`src/bser_map.vh`:
```
/*
 * Constants for the bus status and error reporter: register offsets,
 * error-word bit positions, user-word error codes and query selectors.
 * Assumes nothing; definitions only, included by bare name.
 */
`ifndef BSER_MAP_VH
`define BSER_MAP_VH

// ----------------------------------------------------------------------
// Register offsets
// ----------------------------------------------------------------------
`define BSER_REG_CTRL     4'h0
`define BSER_REG_ERROR    4'h1
`define BSER_REG_WORDERR  4'h2
`define BSER_REG_QUERY    4'h3
`define BSER_REG_RESP     4'h4
`define BSER_REG_BUFSIZE  4'h5
`define BSER_REG_CURVAL   4'h6

// ----------------------------------------------------------------------
// Error word bit positions
// ----------------------------------------------------------------------
`define BSER_ERR_NEEDCUR  0
`define BSER_ERR_NEEDBOTH 1
`define BSER_ERR_CALLOCK  2
`define BSER_ERR_CONFLICT 3
`define BSER_ERR_NOREM    4
`define BSER_ERR_ILLCMD   5
`define BSER_ERR_ILLOPT   6
`define BSER_ERR_WORD     7
`define BSER_ERR_W        8

// ----------------------------------------------------------------------
// User-word error codes
// ----------------------------------------------------------------------
`define BSER_WE_NOMEM     8'h09
`define BSER_WE_ALIAS2    8'h14
`define BSER_WE_LONG      8'h15
`define BSER_WE_EXEC      8'h16
`define BSER_WE_DUP       8'h17
`define BSER_WE_DOLLAR    8'h18
`define BSER_WE_SEMI      8'h19
`define BSER_WE_LIST      8'h20
`define BSER_WE_ERASE_WORDS_KEYWORD    8'h21
`define BSER_WE_SAVE      8'h23
`define BSER_NAME_MAX     6'd31

// ----------------------------------------------------------------------
// Query selectors
// ----------------------------------------------------------------------
`define BSER_Q_NONE       3'h0
`define BSER_Q_WORDS      3'h2
`define BSER_Q_SIZE       3'h3
`define BSER_Q_AVG        3'h4
`define BSER_Q_MIN        3'h5
`define BSER_Q_MAX        3'h6
`define BSER_Q_CUR        3'h7

// ----------------------------------------------------------------------
// Response source tags
// ----------------------------------------------------------------------
`define BSER_SRC_READING  3'h0
`define BSER_SRC_WORDS    3'h1
`define BSER_SRC_SIZE     3'h2
`define BSER_SRC_STAT     3'h3
`define BSER_SRC_CUR      3'h4

`endif

```
`src/bser_reporter.v`:
```
/*
 * Bus status and error reporter: gathers command parser, calibration and
 * user-word definition error events into a sticky error word, decides
 * whether a command string may execute, and serves one-shot queries on
 * the next talk addressing (statistics once the buffer is full) before falling back to normal readings.
 * Assumes a command parser on sys_clk that classifies each string and
 * each definition event as one-cycle pulses, and a talk-address pulse
 * from the bus interface logic; REN arrives from a pin.
 */
`include "bser_map.vh"

module bser_reporter #(
    parameter DW = 32
) (
    input  wire          sys_clk,
    input  wire          rst,
    input  wire [3:0]    regAddr,
    input  wire [31:0]   regWrData,
    input  wire          regWrite,
    input  wire          regRead,
    output reg  [31:0]   regRdData,
    input  wire          renPin,
    input  wire          stringDone,
    input  wire          cmdIllegal,
    input  wire          optIllegal,
    input  wire          selDcCurrent,
    input  wire          selAcCurrent,
    input  wire          calAttempt,
    input  wire          calLockSwitch,
    input  wire          calStateBad,
    input  wire          defStore,
    input  wire          defMemFull,
    input  wire          defNameExists,
    input  wire [5:0]    defNameLen,
    input  wire [1:0]    defRenameCount,
    input  wire          defHasExec,
    input  wire          defHasDollar,
    input  wire          defHasList,
    input  wire          defHasForget,
    input  wire          defHasSave,
    input  wire          semicolonRx,
    input  wire          defModeActive,
    input  wire          bufferFull,
    input  wire [DW-1:0] statAverage,
    input  wire [DW-1:0] statMinimum,
    input  wire [DW-1:0] statMaximum,
    input  wire [DW-1:0] wordListData,
    input  wire [DW-1:0] normalReading,
    input  wire          talkAddressed,
    output reg           execString,
    output reg           discardString,
    output reg           talkValid,
    output reg  [DW-1:0] talkData,
    output reg  [2:0]    talkSource,
    output reg           remoteState
);

    // ------------------------------------------------------------------
    // Decode helpers
    // ------------------------------------------------------------------
    // Address match for one register; keeps each strobe qualifier short
    function regHit;
        input [3:0] addr;
        input [3:0] sel;
        regHit = (addr == sel);
    endfunction

    // Selectors whose answer depends on a completely filled buffer
    function isStatQuery;
        input [2:0] sel;
        isStatQuery = (sel == `BSER_Q_AVG) || (sel == `BSER_Q_MIN) ||
                      (sel == `BSER_Q_MAX);
    endfunction

    // ------------------------------------------------------------------
    // Remote enable synchroniser
    // ------------------------------------------------------------------
    reg renS1;
    reg renS2;
    reg renS3;

    // REN is asynchronous to sys_clk; the extra stage filters a single
    // metastable or glitchy sample before it gates whole strings.
    // remoteState starts low, so strings before REN settles are refused.
    // Three stages; the level is accepted only when stages two and three agree
    always @(posedge sys_clk or posedge rst) begin
        if (rst) begin
            renS1       <= 1'b0;
            renS2       <= 1'b0;
            renS3       <= 1'b0;
            remoteState <= 1'b0;
        end else begin
            renS1 <= renPin;
            renS2 <= renS1;
            renS3 <= renS2;
            if (renS2 == renS3)
                remoteState <= renS3;
        end
    end

    // ------------------------------------------------------------------
    // String acceptance
    // ------------------------------------------------------------------
    // Qualifiers are only meaningful in the stringDone cycle.
    // An illegal command masks its option fault so one cause is reported.
    wire notRemoteEvt = stringDone & ~remoteState;
    wire illCmdEvt    = stringDone & cmdIllegal;
    wire illOptEvt    = stringDone & optIllegal & ~cmdIllegal;
    wire rejectEvt    = notRemoteEvt | illCmdEvt | illOptEvt;

    // Whole string is dropped on any parse or remote fault
    // Exactly one of execString and discardString pulses per string;
    // the flags and the discard pulse appear in the same later cycle.
    always @(posedge sys_clk or posedge rst) begin
        if (rst) begin
            execString    <= 1'b0;
            discardString <= 1'b0;
        end else begin
            execString    <= stringDone & ~rejectEvt;
            discardString <= rejectEvt;
        end
    end

    // ------------------------------------------------------------------
    // User-word definition checks
    // ------------------------------------------------------------------
    reg [7:0] wordCode;
    reg       wordEvt;

    // Priority picks one code per event; storage exhaustion is checked last
    // because a malformed definition would never have reached memory.
    // The semicolon check stands first: it needs no definition strobe.
    // Name length is checked before content so an oversized name is
    // reported once, whatever it holds. Only one code is kept per event.
    always @* begin
        wordEvt  = 1'b1;
        wordCode = 8'h00;
        if (semicolonRx && defModeActive)
            wordCode = `BSER_WE_SEMI;
        else if (!defStore)
            wordEvt = 1'b0;
        else if (defNameLen > `BSER_NAME_MAX)
            wordCode = `BSER_WE_LONG;
        else if (defRenameCount > 2'd1)
            wordCode = `BSER_WE_ALIAS2;
        else if (defHasExec)
            wordCode = `BSER_WE_EXEC;
        else if (defHasDollar)
            wordCode = `BSER_WE_DOLLAR;
        else if (defHasList)
            wordCode = `BSER_WE_LIST;
        else if (defHasForget)
            wordCode = `BSER_WE_ERASE_WORDS_KEYWORD;
        else if (defHasSave)
            wordCode = `BSER_WE_SAVE;
        else if (defNameExists)
            wordCode = `BSER_WE_DUP;
        else if (defMemFull)
            wordCode = `BSER_WE_NOMEM;
        else
            wordEvt = 1'b0;
    end

    // ------------------------------------------------------------------
    // Fitted options
    // ------------------------------------------------------------------
    // Software reports which options are fitted; DC current without the current option,
    // or AC current with neither option fitted, becomes an error instead of a measurement.
    reg          optCurrent;
    reg          optAcVolt;

    // ------------------------------------------------------------------
    // Sticky error word
    // ------------------------------------------------------------------
    reg [`BSER_ERR_W-1:0] errFlags;
    reg [7:0]             wordErrCode;
    reg [`BSER_ERR_W-1:0] setVec;

    // Set vector: one bit per event class, all evaluated every cycle.
    // Only the fault is recorded; what runs is the parser's business.
    always @* begin
        setVec = {`BSER_ERR_W{1'b0}};
        setVec[`BSER_ERR_NEEDCUR]  = selDcCurrent & ~optCurrent;
        setVec[`BSER_ERR_NEEDBOTH] = selAcCurrent & ~optAcVolt
                                     & ~optCurrent;
        setVec[`BSER_ERR_CALLOCK]  = calAttempt & calLockSwitch;
        setVec[`BSER_ERR_CONFLICT] = calAttempt & calStateBad;
        setVec[`BSER_ERR_NOREM]    = notRemoteEvt;
        setVec[`BSER_ERR_ILLCMD]   = illCmdEvt;
        setVec[`BSER_ERR_ILLOPT]   = illOptEvt;
        setVec[`BSER_ERR_WORD]     = wordEvt;
    end

    wire errRead = regRead && regHit(regAddr, `BSER_REG_ERROR);

    // Reading the error word clears what it reported; a new event that
    // lands in the same cycle survives, so nothing is lost to the clear.
    // The code register keeps only the newest code; older ones are lost.
    always @(posedge sys_clk or posedge rst) begin
        if (rst) begin
            errFlags    <= {`BSER_ERR_W{1'b0}};
            wordErrCode <= 8'h00;
        end else begin
            if (errRead)
                errFlags <= setVec;
            else
                errFlags <= errFlags | setVec;
            if (wordEvt)
                wordErrCode <= wordCode;
            else if (errRead)
                wordErrCode <= 8'h00;
        end
    end

    // ------------------------------------------------------------------
    // Control registers written by software
    // ------------------------------------------------------------------
    reg [DW-1:0] bufSize;
    reg [DW-1:0] curValue;
    reg [2:0]    pendQuery;

    wire qWrite = regWrite && regHit(regAddr, `BSER_REG_QUERY);

    // Option bits, buffer size and held value come from software.
    // The held value may be a calibration, zero or compensation figure.
    // Writes to read-only offsets are ignored.
    always @(posedge sys_clk or posedge rst) begin
        if (rst) begin
            optCurrent <= 1'b0;
            optAcVolt  <= 1'b0;
            bufSize    <= {DW{1'b0}};
            curValue   <= {DW{1'b0}};
        end else if (regWrite) begin
            case (regAddr)
                `BSER_REG_CTRL: begin
                    optCurrent <= regWrData[0];
                    optAcVolt  <= regWrData[1];
                end
                `BSER_REG_BUFSIZE: bufSize  <= regWrData[DW-1:0];
                `BSER_REG_CURVAL:  curValue <= regWrData[DW-1:0];
                default: ;
            endcase
        end
    end

    // ------------------------------------------------------------------
    // One-shot query delivery
    // ------------------------------------------------------------------
    wire statQuery = isStatQuery(pendQuery);
    // Statistics stay pending across talks until the buffer has filled;
    // a withheld statistic leaves the pending selector untouched.
    wire statHeld  = statQuery && !bufferFull;
    wire oneShot   = (pendQuery != `BSER_Q_NONE) && !statHeld;

    // Response mux: pending one-shot first, normal reading otherwise
    reg [DW-1:0] next_talkData;
    reg [2:0]    next_talkSource;

    always @* begin
        next_talkData   = normalReading;
        next_talkSource = `BSER_SRC_READING;
        if (oneShot) begin
            case (pendQuery)
                `BSER_Q_WORDS: begin
                    next_talkData   = wordListData;
                    next_talkSource = `BSER_SRC_WORDS;
                end
                `BSER_Q_SIZE: begin
                    next_talkData   = bufSize;
                    next_talkSource = `BSER_SRC_SIZE;
                end
                `BSER_Q_AVG: begin
                    next_talkData   = statAverage;
                    next_talkSource = `BSER_SRC_STAT;
                end
                `BSER_Q_MIN: begin
                    next_talkData   = statMinimum;
                    next_talkSource = `BSER_SRC_STAT;
                end
                `BSER_Q_MAX: begin
                    next_talkData   = statMaximum;
                    next_talkSource = `BSER_SRC_STAT;
                end
                `BSER_Q_CUR: begin
                    next_talkData   = curValue;
                    next_talkSource = `BSER_SRC_CUR;
                end
                // Selector 1 has no one-shot of its own here: a reading
                default: begin
                    next_talkData   = normalReading;
                    next_talkSource = `BSER_SRC_READING;
                end
            endcase
        end
    end

    // A delivered query is retired so the following talk gives a reading.
    // A new query written in the delivering cycle replaces the retirement.
    // talkData holds between talks so a slow reader sees a stable word.
    // talkSource records what the last answer carried for software.
    always @(posedge sys_clk or posedge rst) begin
        if (rst) begin
            pendQuery  <= `BSER_Q_NONE;
            talkValid  <= 1'b0;
            talkData   <= {DW{1'b0}};
            talkSource <= `BSER_SRC_READING;
        end else begin
            // Every talk answers, with a one-shot or with a reading
            talkValid <= talkAddressed;
            if (talkAddressed) begin
                talkData   <= next_talkData;
                talkSource <= next_talkSource;
            end
            if (qWrite)
                pendQuery <= regWrData[2:0];
            else if (talkAddressed && oneShot)
                pendQuery <= `BSER_Q_NONE;
        end
    end

    // ------------------------------------------------------------------
    // Register read port
    // ------------------------------------------------------------------
    // Unmapped offsets and idle cycles read as zero, so stale data never
    // lingers on the bus. Reading the error word also clears it above.
    always @(posedge sys_clk or posedge rst) begin
        if (rst) begin
            regRdData <= 32'h0000_0000;
        end else if (regRead) begin
            case (regAddr)
                `BSER_REG_CTRL:    regRdData <= {30'h0, optAcVolt, optCurrent};
                `BSER_REG_ERROR:   regRdData <= {{(32-`BSER_ERR_W){1'b0}}, errFlags};
                `BSER_REG_WORDERR: regRdData <= {24'h0, wordErrCode};
                `BSER_REG_QUERY:   regRdData <= {29'h0, pendQuery};
                `BSER_REG_RESP:    regRdData <= {24'h0, 3'h0, remoteState,
                                                 1'b0, talkSource};
                `BSER_REG_BUFSIZE: regRdData <= bufSize;
                `BSER_REG_CURVAL:  regRdData <= curValue;
                default:           regRdData <= 32'h0000_0000;
            endcase
        end else begin
            regRdData <= 32'h0000_0000;
        end
    end

endmodule

```
`config.mk`:
```
export PLATFORM = sky130hd
export DESIGN_NAME = bser_reporter
export DESIGN_NICKNAME = d
export VERILOG_FILES = /design/src/bser_reporter.v
export VERILOG_INCLUDE_DIRS = /design/src
export SDC_FILE = /design/constraint.sdc
export NUM_CORES = 1
export LEC_CHECK = 0
export BUFFER_PORTS_ARGS = -buffer_cell sky130_fd_sc_hd__buf_2
export CAP_MARGIN = 20
export CORE_ASPECT_RATIO = 0.9
export CORE_MARGIN = 5
export CORE_UTILIZATION = 51
export CTS_BUF_LIST = sky130_fd_sc_hd__clkbuf_4
export DETAILED_ROUTE_END_ITERATION = 7
export PLACE_DENSITY = 0.83
export SLEW_MARGIN = 30
export SYNTH_ARGS = -nofsm -noshare
export SYNTH_HDL_FRONTEND = slang
export SYNTH_SLANG_ARGS = --single-unit
```
`constraint.sdc`:
```
create_clock -name sys_clk -period 5.35 [get_ports sys_clk]
set_input_delay 0 -clock sys_clk [delete_from_list [all_inputs] [get_ports sys_clk]]
set_output_delay 0 -clock sys_clk [all_outputs]
set_load 0.1 [all_outputs]
```
# == Word level (Yosys, flattened, before mapping) ==
# Index checks and enable logic that the tools add are counted.
# W data, S select, Z words.
# word_totals
in_bits,229
output_inout_bits,71
word_cells,101
ff_bits,159
# op_classes
n_eq_ne,13
magnitude_cmp,2
bitwise_logic,18
reduce_logical,18
muxes,33
# op_table
operator,n
$pmux W32 S7,1
$pmux W32 S6,1
$mux W32,2
$mux W6,9
$mux W8,3
$eq A3 B3 Y1 const B,4
$eq A4 B3 Y1 const B,3
$pmux W3 S4,1
$mux W1,11
$and A1 B1 Y1,10
$mux W3,3
$eq A4 B2 Y1 const B,2
$or A8 B8 Y8,1
$eq A3 B2 Y1 const B,2
$gt A6 B5 Y1 const B,1
$logic_and A1 B1 Y1,6
$reduce_and A2 Y1,3
$mux W5,1
$not A1 Y1,5
$eq A4 B1 Y1 const B,1
$logic_not A4 Y1,1
$mux W4,1
$reduce_bool A2 Y1,2
$reduce_bool A3 Y1,1
other kinds (6),9

# == Logic depth before layout (Yosys ltp) ==
# logic_depth
depth_word,13
depth_mapped,8
depth_no_buf,4

# == Worst setup path before layout ==
# OpenSTA, ideal clock, no wires.
# synth_timing
kind,register to register
startpoint,register pendQuery[2]
endpoint,register talkData[11]
required_ps,5216
arrival_ps,1532
setup_time_ps,134
path_slack_ps,3683
n_path_buf,2
stages_incl_launch_ff,6
period_less_slack_ps,1667
path_cell_list,dfrtp_1 > buf_2 > buf_2 > mux4_2 > a211oi_1 > o22ai_1
# synth_via
elab_chain_cells,7
elab_cells_between_ends,14
classes_between,6 x eq/ne; 2 x mux; 6 x reduce/logical
# synth_lines
item,line_no,source
"start, declared",bser_reporter.v:220,reg [2:0] pendQuery;
"start signal, assigned",bser_reporter.v:303,pendQuery <= `BSER_Q_NONE;
"start signal, assigned",bser_reporter.v:315,pendQuery <= regWrData[2:0];
"start signal, assigned",bser_reporter.v:317,pendQuery <= `BSER_Q_NONE;
$eq A3 B3 Y1,bser_reporter.v:263,case (pendQuery)
$logic_or A1 B1 Y1 (2 in series),bser_reporter.v:71,isStatQuery = (sel == `BSER_Q_AVG) || (sel == `BSER_Q_MIN) ||
$logic_and A1 B1 Y1,bser_reporter.v:252,wire statHeld = statQuery && !bufferFull;
$logic_not A1 Y1,bser_reporter.v:253,wire oneShot = (pendQuery != `BSER_Q_NONE) && !statHeld;
$logic_and A1 B1 Y1,bser_reporter.v:253,
$mux W32 (*),bser_reporter.v:262,if (oneShot) begin
"end signal, assigned",bser_reporter.v:305,talkData <= {DW{1'b0}};
"end signal, assigned",bser_reporter.v:311,talkData <= next_talkData;
"end, declared",bser_reporter.v:53,"output reg [DW-1:0] talkData,"
# Every way passes the cells marked *; elsewhere a longest branch is shown, timed or not.
# A chain may end at the register's enable or synchronous reset.

# == Worst setup path in the final report ==
# layout_timing
startpoint,register pendQuery[2]
endpoint,register talkData[20]
# The elaborated chain is that of the path after synthesis.

==> qor.yml <==
drcViolationCount: 0
reg2reg_to: "talkData[20]"
ys_types: 56
antenna_found_initial: 8
synth.most_common_cell: "dfrtp_1"
gp_congestion: 0.9618
switching_share_pct: 43.09
cts_tree: "done"
final_util_pct: 73.69
yosysTopAreaCellShare_pct: 48.34
yosys_register_bits: 157
io_pins: 300
postCtsSetupRepairBufs: 0
dr.pass1.iters: 5
max_freq_mhz: 258.6
die-area_um2: 18560
switching_power_mw: 1.702
p_comb_share_pct: 40.8
synth_commonest_cells: "dfrtp_1, mux2_2, nor2_1"
critPathCapture: "talkData[20]"
dp.cells: 1215
synth_fp_nets: 1005
clkPwrFrac_pct: 19.3
cp_slowest_cell: "dfrtp_2"
synthCells: 776
synthArstFlopShare_pct: 100.0
route.vias.total: 8686
ant_nets: 0
startpoint_type: "register"
fin_nets: 1408
routedWlPerCell_um: 23.52
grt_setup_unrepaired: "no"
worstSetupEndpointType: "register"
nFillCells: 1050
rows: 43
grt_max_degree: 96
worst_pin_slew_ns: 0.9309
ir_worst_vdd_mv: 0.2387
clock_sinks: 157
syn_area_um2: 8128
worst_hold_path_type: "input port to async pin"
r2r-start: "pendQuery[2]"
globalRoute.totalOverflow: 0
yosys.area.top_type: "dfrtp_1"
path_clk_slew_ns: 0.15
yosysWarnings: 0
min_period_ns: 3.867
crit_arrival_ns: 4.37
synth.area.top_cells: "dfrtp_1, mux2_2, a221oi_1"
synth-edff-count: 0
io_buffers: 293
numCtsBuffers: 17
cpPeakStageDelay_ns: 1.00
hold_viol_final: 0
area_growth_pct: 40.96
ys.flop_type: "dfrtp_1"
die_y_um: 129.8
cp-startpoint: "pendQuery[2]"
crit_type: "register to register"
track_usage_pct: 34.99
final_max_slew_viol_count: 0
maxCapViolCount: 0
rr_worst_depth: 8
start_util_pct: 52.27
power_frac_seq_pct: 40.0
status: "finished clean"
cp_max_fo: 36
clock_latency_ns: 0.58
max-clock-path-buffers: 2
fin_crit_sh_pct: 72.29
grt_pass1_vias: 8603
fin_skew_ns: 0.02324
hpwl_mm: 21.38
instances_no_fill: 1407
p_int_mw: 2.249
drtIter0Drc: 991
cp_cell_sequence: "buf_4 -> nand2_1 -> o21ai_2 -> buf_4 -> o22ai_1 -> dlygate4sd3_1 -> a211oi_1 -> dlygate4sd3_1"
drive_gt1_share_pct: 37.75
required_ns: 5.86
holdWs_ns: 0.03189
htree_levels: 4
leakagePower_nw: 5.286
fp.coreArea_um2: 15550
p_per_area_nw_per_um2: 344.8
wl_mm: 33.10
slew_headroom_pct: 37.94
setup_viol: 0
finalSetupTns_ns: 0
die_w_um: 143.1
clockRootBuffer: "clkbuf_4"
r2r_setup_slack_ns: 1.48
grt_pass1_wl_mm: 49.56
vias_per_cell: 6.173
syn_area_per_cell_um2: 10.47
yosysSeqAreaShare_pct: 48.34
[per-layer routing]
| layer | vias up | share of wire, % | wire length [um] | GRT usage (%) |
|---|---|---|---|---|
| met5 | - | 0.039 | 13 | 0 |
| met4 | 2 | 4.8 | 1587 | 16.10 |
| met3 | 140 | 11 | 3628 | 8.171 |
| met2 | 673 | 46 | 15310 | 54.78 |
| met1 | 4144 | 38 | 12560 | 46.67 |
| li1 | 3727 | - | - | - |
[cells by family after synthesis]
family                   count (synthesis)  share of synthesized area, %
AO/OA/AOI/OAI                          237                         20.78
adder cells (fa/ha/maj)                  1                        0.1232
buffers and inverters                   87                         4.434
flip-flops                             157                         48.34
multiplexers                           104                         15.27
AND/OR/NAND/NOR                        190                         11.05
[through the flow]
step	setup WS (ns)	power [mW]	area, um^2
floorplan	1.115	2.602	8128
global placement	2.583	2.965	9657
detailed placement	2.553	2.998	9657
CTS	1.580	3.906	11420
global route	1.291	4.108	11440
finish	1.483	3.951	11460
[what timing repair did]
item | in CTS | in global routing
hold buffers | 147 | 0
gates resized for setup | 0 | 0
hold endpoints to repair | 221 | 0
[flip-flops by register name, summed over array words and instances, names as in the netlist]
name / flops
discardString: 1
regRdData: 32
errFlags: 8
remoteState: 1
talkValid: 1
renS3: 1
curValue: 32
renS2: 1
talkSource: 3
bufSize: 32
renS1: 1
talkData: 32
optAcVolt: 1
optCurrent: 1
wordErrCode: 6
execString: 1
pendQuery: 3
[layout by cell type (no fill, tap or decap), types with 3 or more instances in the layout]
| master | count |
|---|---|
| mux4_2 | 7 |
| a221o_1 | 9 |
| a31oi_1 | 12 |
| nor4_1 | 3 |
| inv_1 | 17 |
| nor2_1 | 67 |
| o221a_2 | 3 |
| a211oi_1 | 18 |
| a21o_1 | 10 |
| a21oi_1 | 38 |
| buf_4 | 11 |
| o21ai_0 | 30 |
| inv_6 | 5 |
| mux2i_1 | 7 |
| nand2b_1 | 24 |
| nand3_1 | 17 |
| a32oi_1 | 3 |
| diode_2 | 13 |
| dlygate4sd3_1 | 147 |
| o22ai_1 | 24 |
| nand2_1 | 49 |
| a22o_1 | 7 |
| dfrtp_1 | 154 |
| nor3_1 | 6 |
| clkbuf_4 | 18 |
| buf_2 | 293 |
| a221oi_1 | 34 |
| mux2_2 | 89 |
| nor2b_1 | 8 |
| a22oi_1 | 32 |
[worst max-delay path: cells and delay by family, from the launching register on]
family | cells | cell delay, ns
compound gates | 3 | 0.51
buf+inv | 4 | 2.03
flops | 1 | 1.00
simple gates | 1 | 0.23
[layout make-up]
cell class	count	area, um^2	area share (%)
flip-flops and latches	157	3935	34.35
multi-input cells	532	3842	33.54
inverters	20	82.58	0.7208
clock buffers	18	135.1	1.179
clock inverters	14	156.4	1.365
repair buffers	451	3020	26.36
diodes	13	32.53	0.2839
well taps	202	252.7	2.206
[how the worst min path moves through the flow]
stage | start | to | slack [ns] | cells after the start
6_report | rst | talkData[13] | 0.03 | 3
5_1_grt | renPin | renS1 | 0.03 | 2
4_1_cts | defModeActive | wordErrCode[0] | 0.02 | 3
3_5_place_dp | renPin | renS1 | 0.11 | 1
3_3_place_gp | renPin | renS1 | 0.11 | 1
2_1_floorplan | renPin | renS1 | 0.03 | 0
[power by group through the flow]
stage / combinational [mW] / clock (mW) / sequential, mW
6_report: 1.61 / 0.761 / 1.58
5_1_grt: 1.69 / 0.815 / 1.60
4_1_cts: 1.57 / 0.766 / 1.57
3_5_place_dp: 1.41 / 0 / 1.59
3_3_place_gp: 1.39 / 0 / 1.58
2_1_floorplan: 0.625 / 0 / 1.98
No activity file was read; power rests on OpenSTA's default activity.
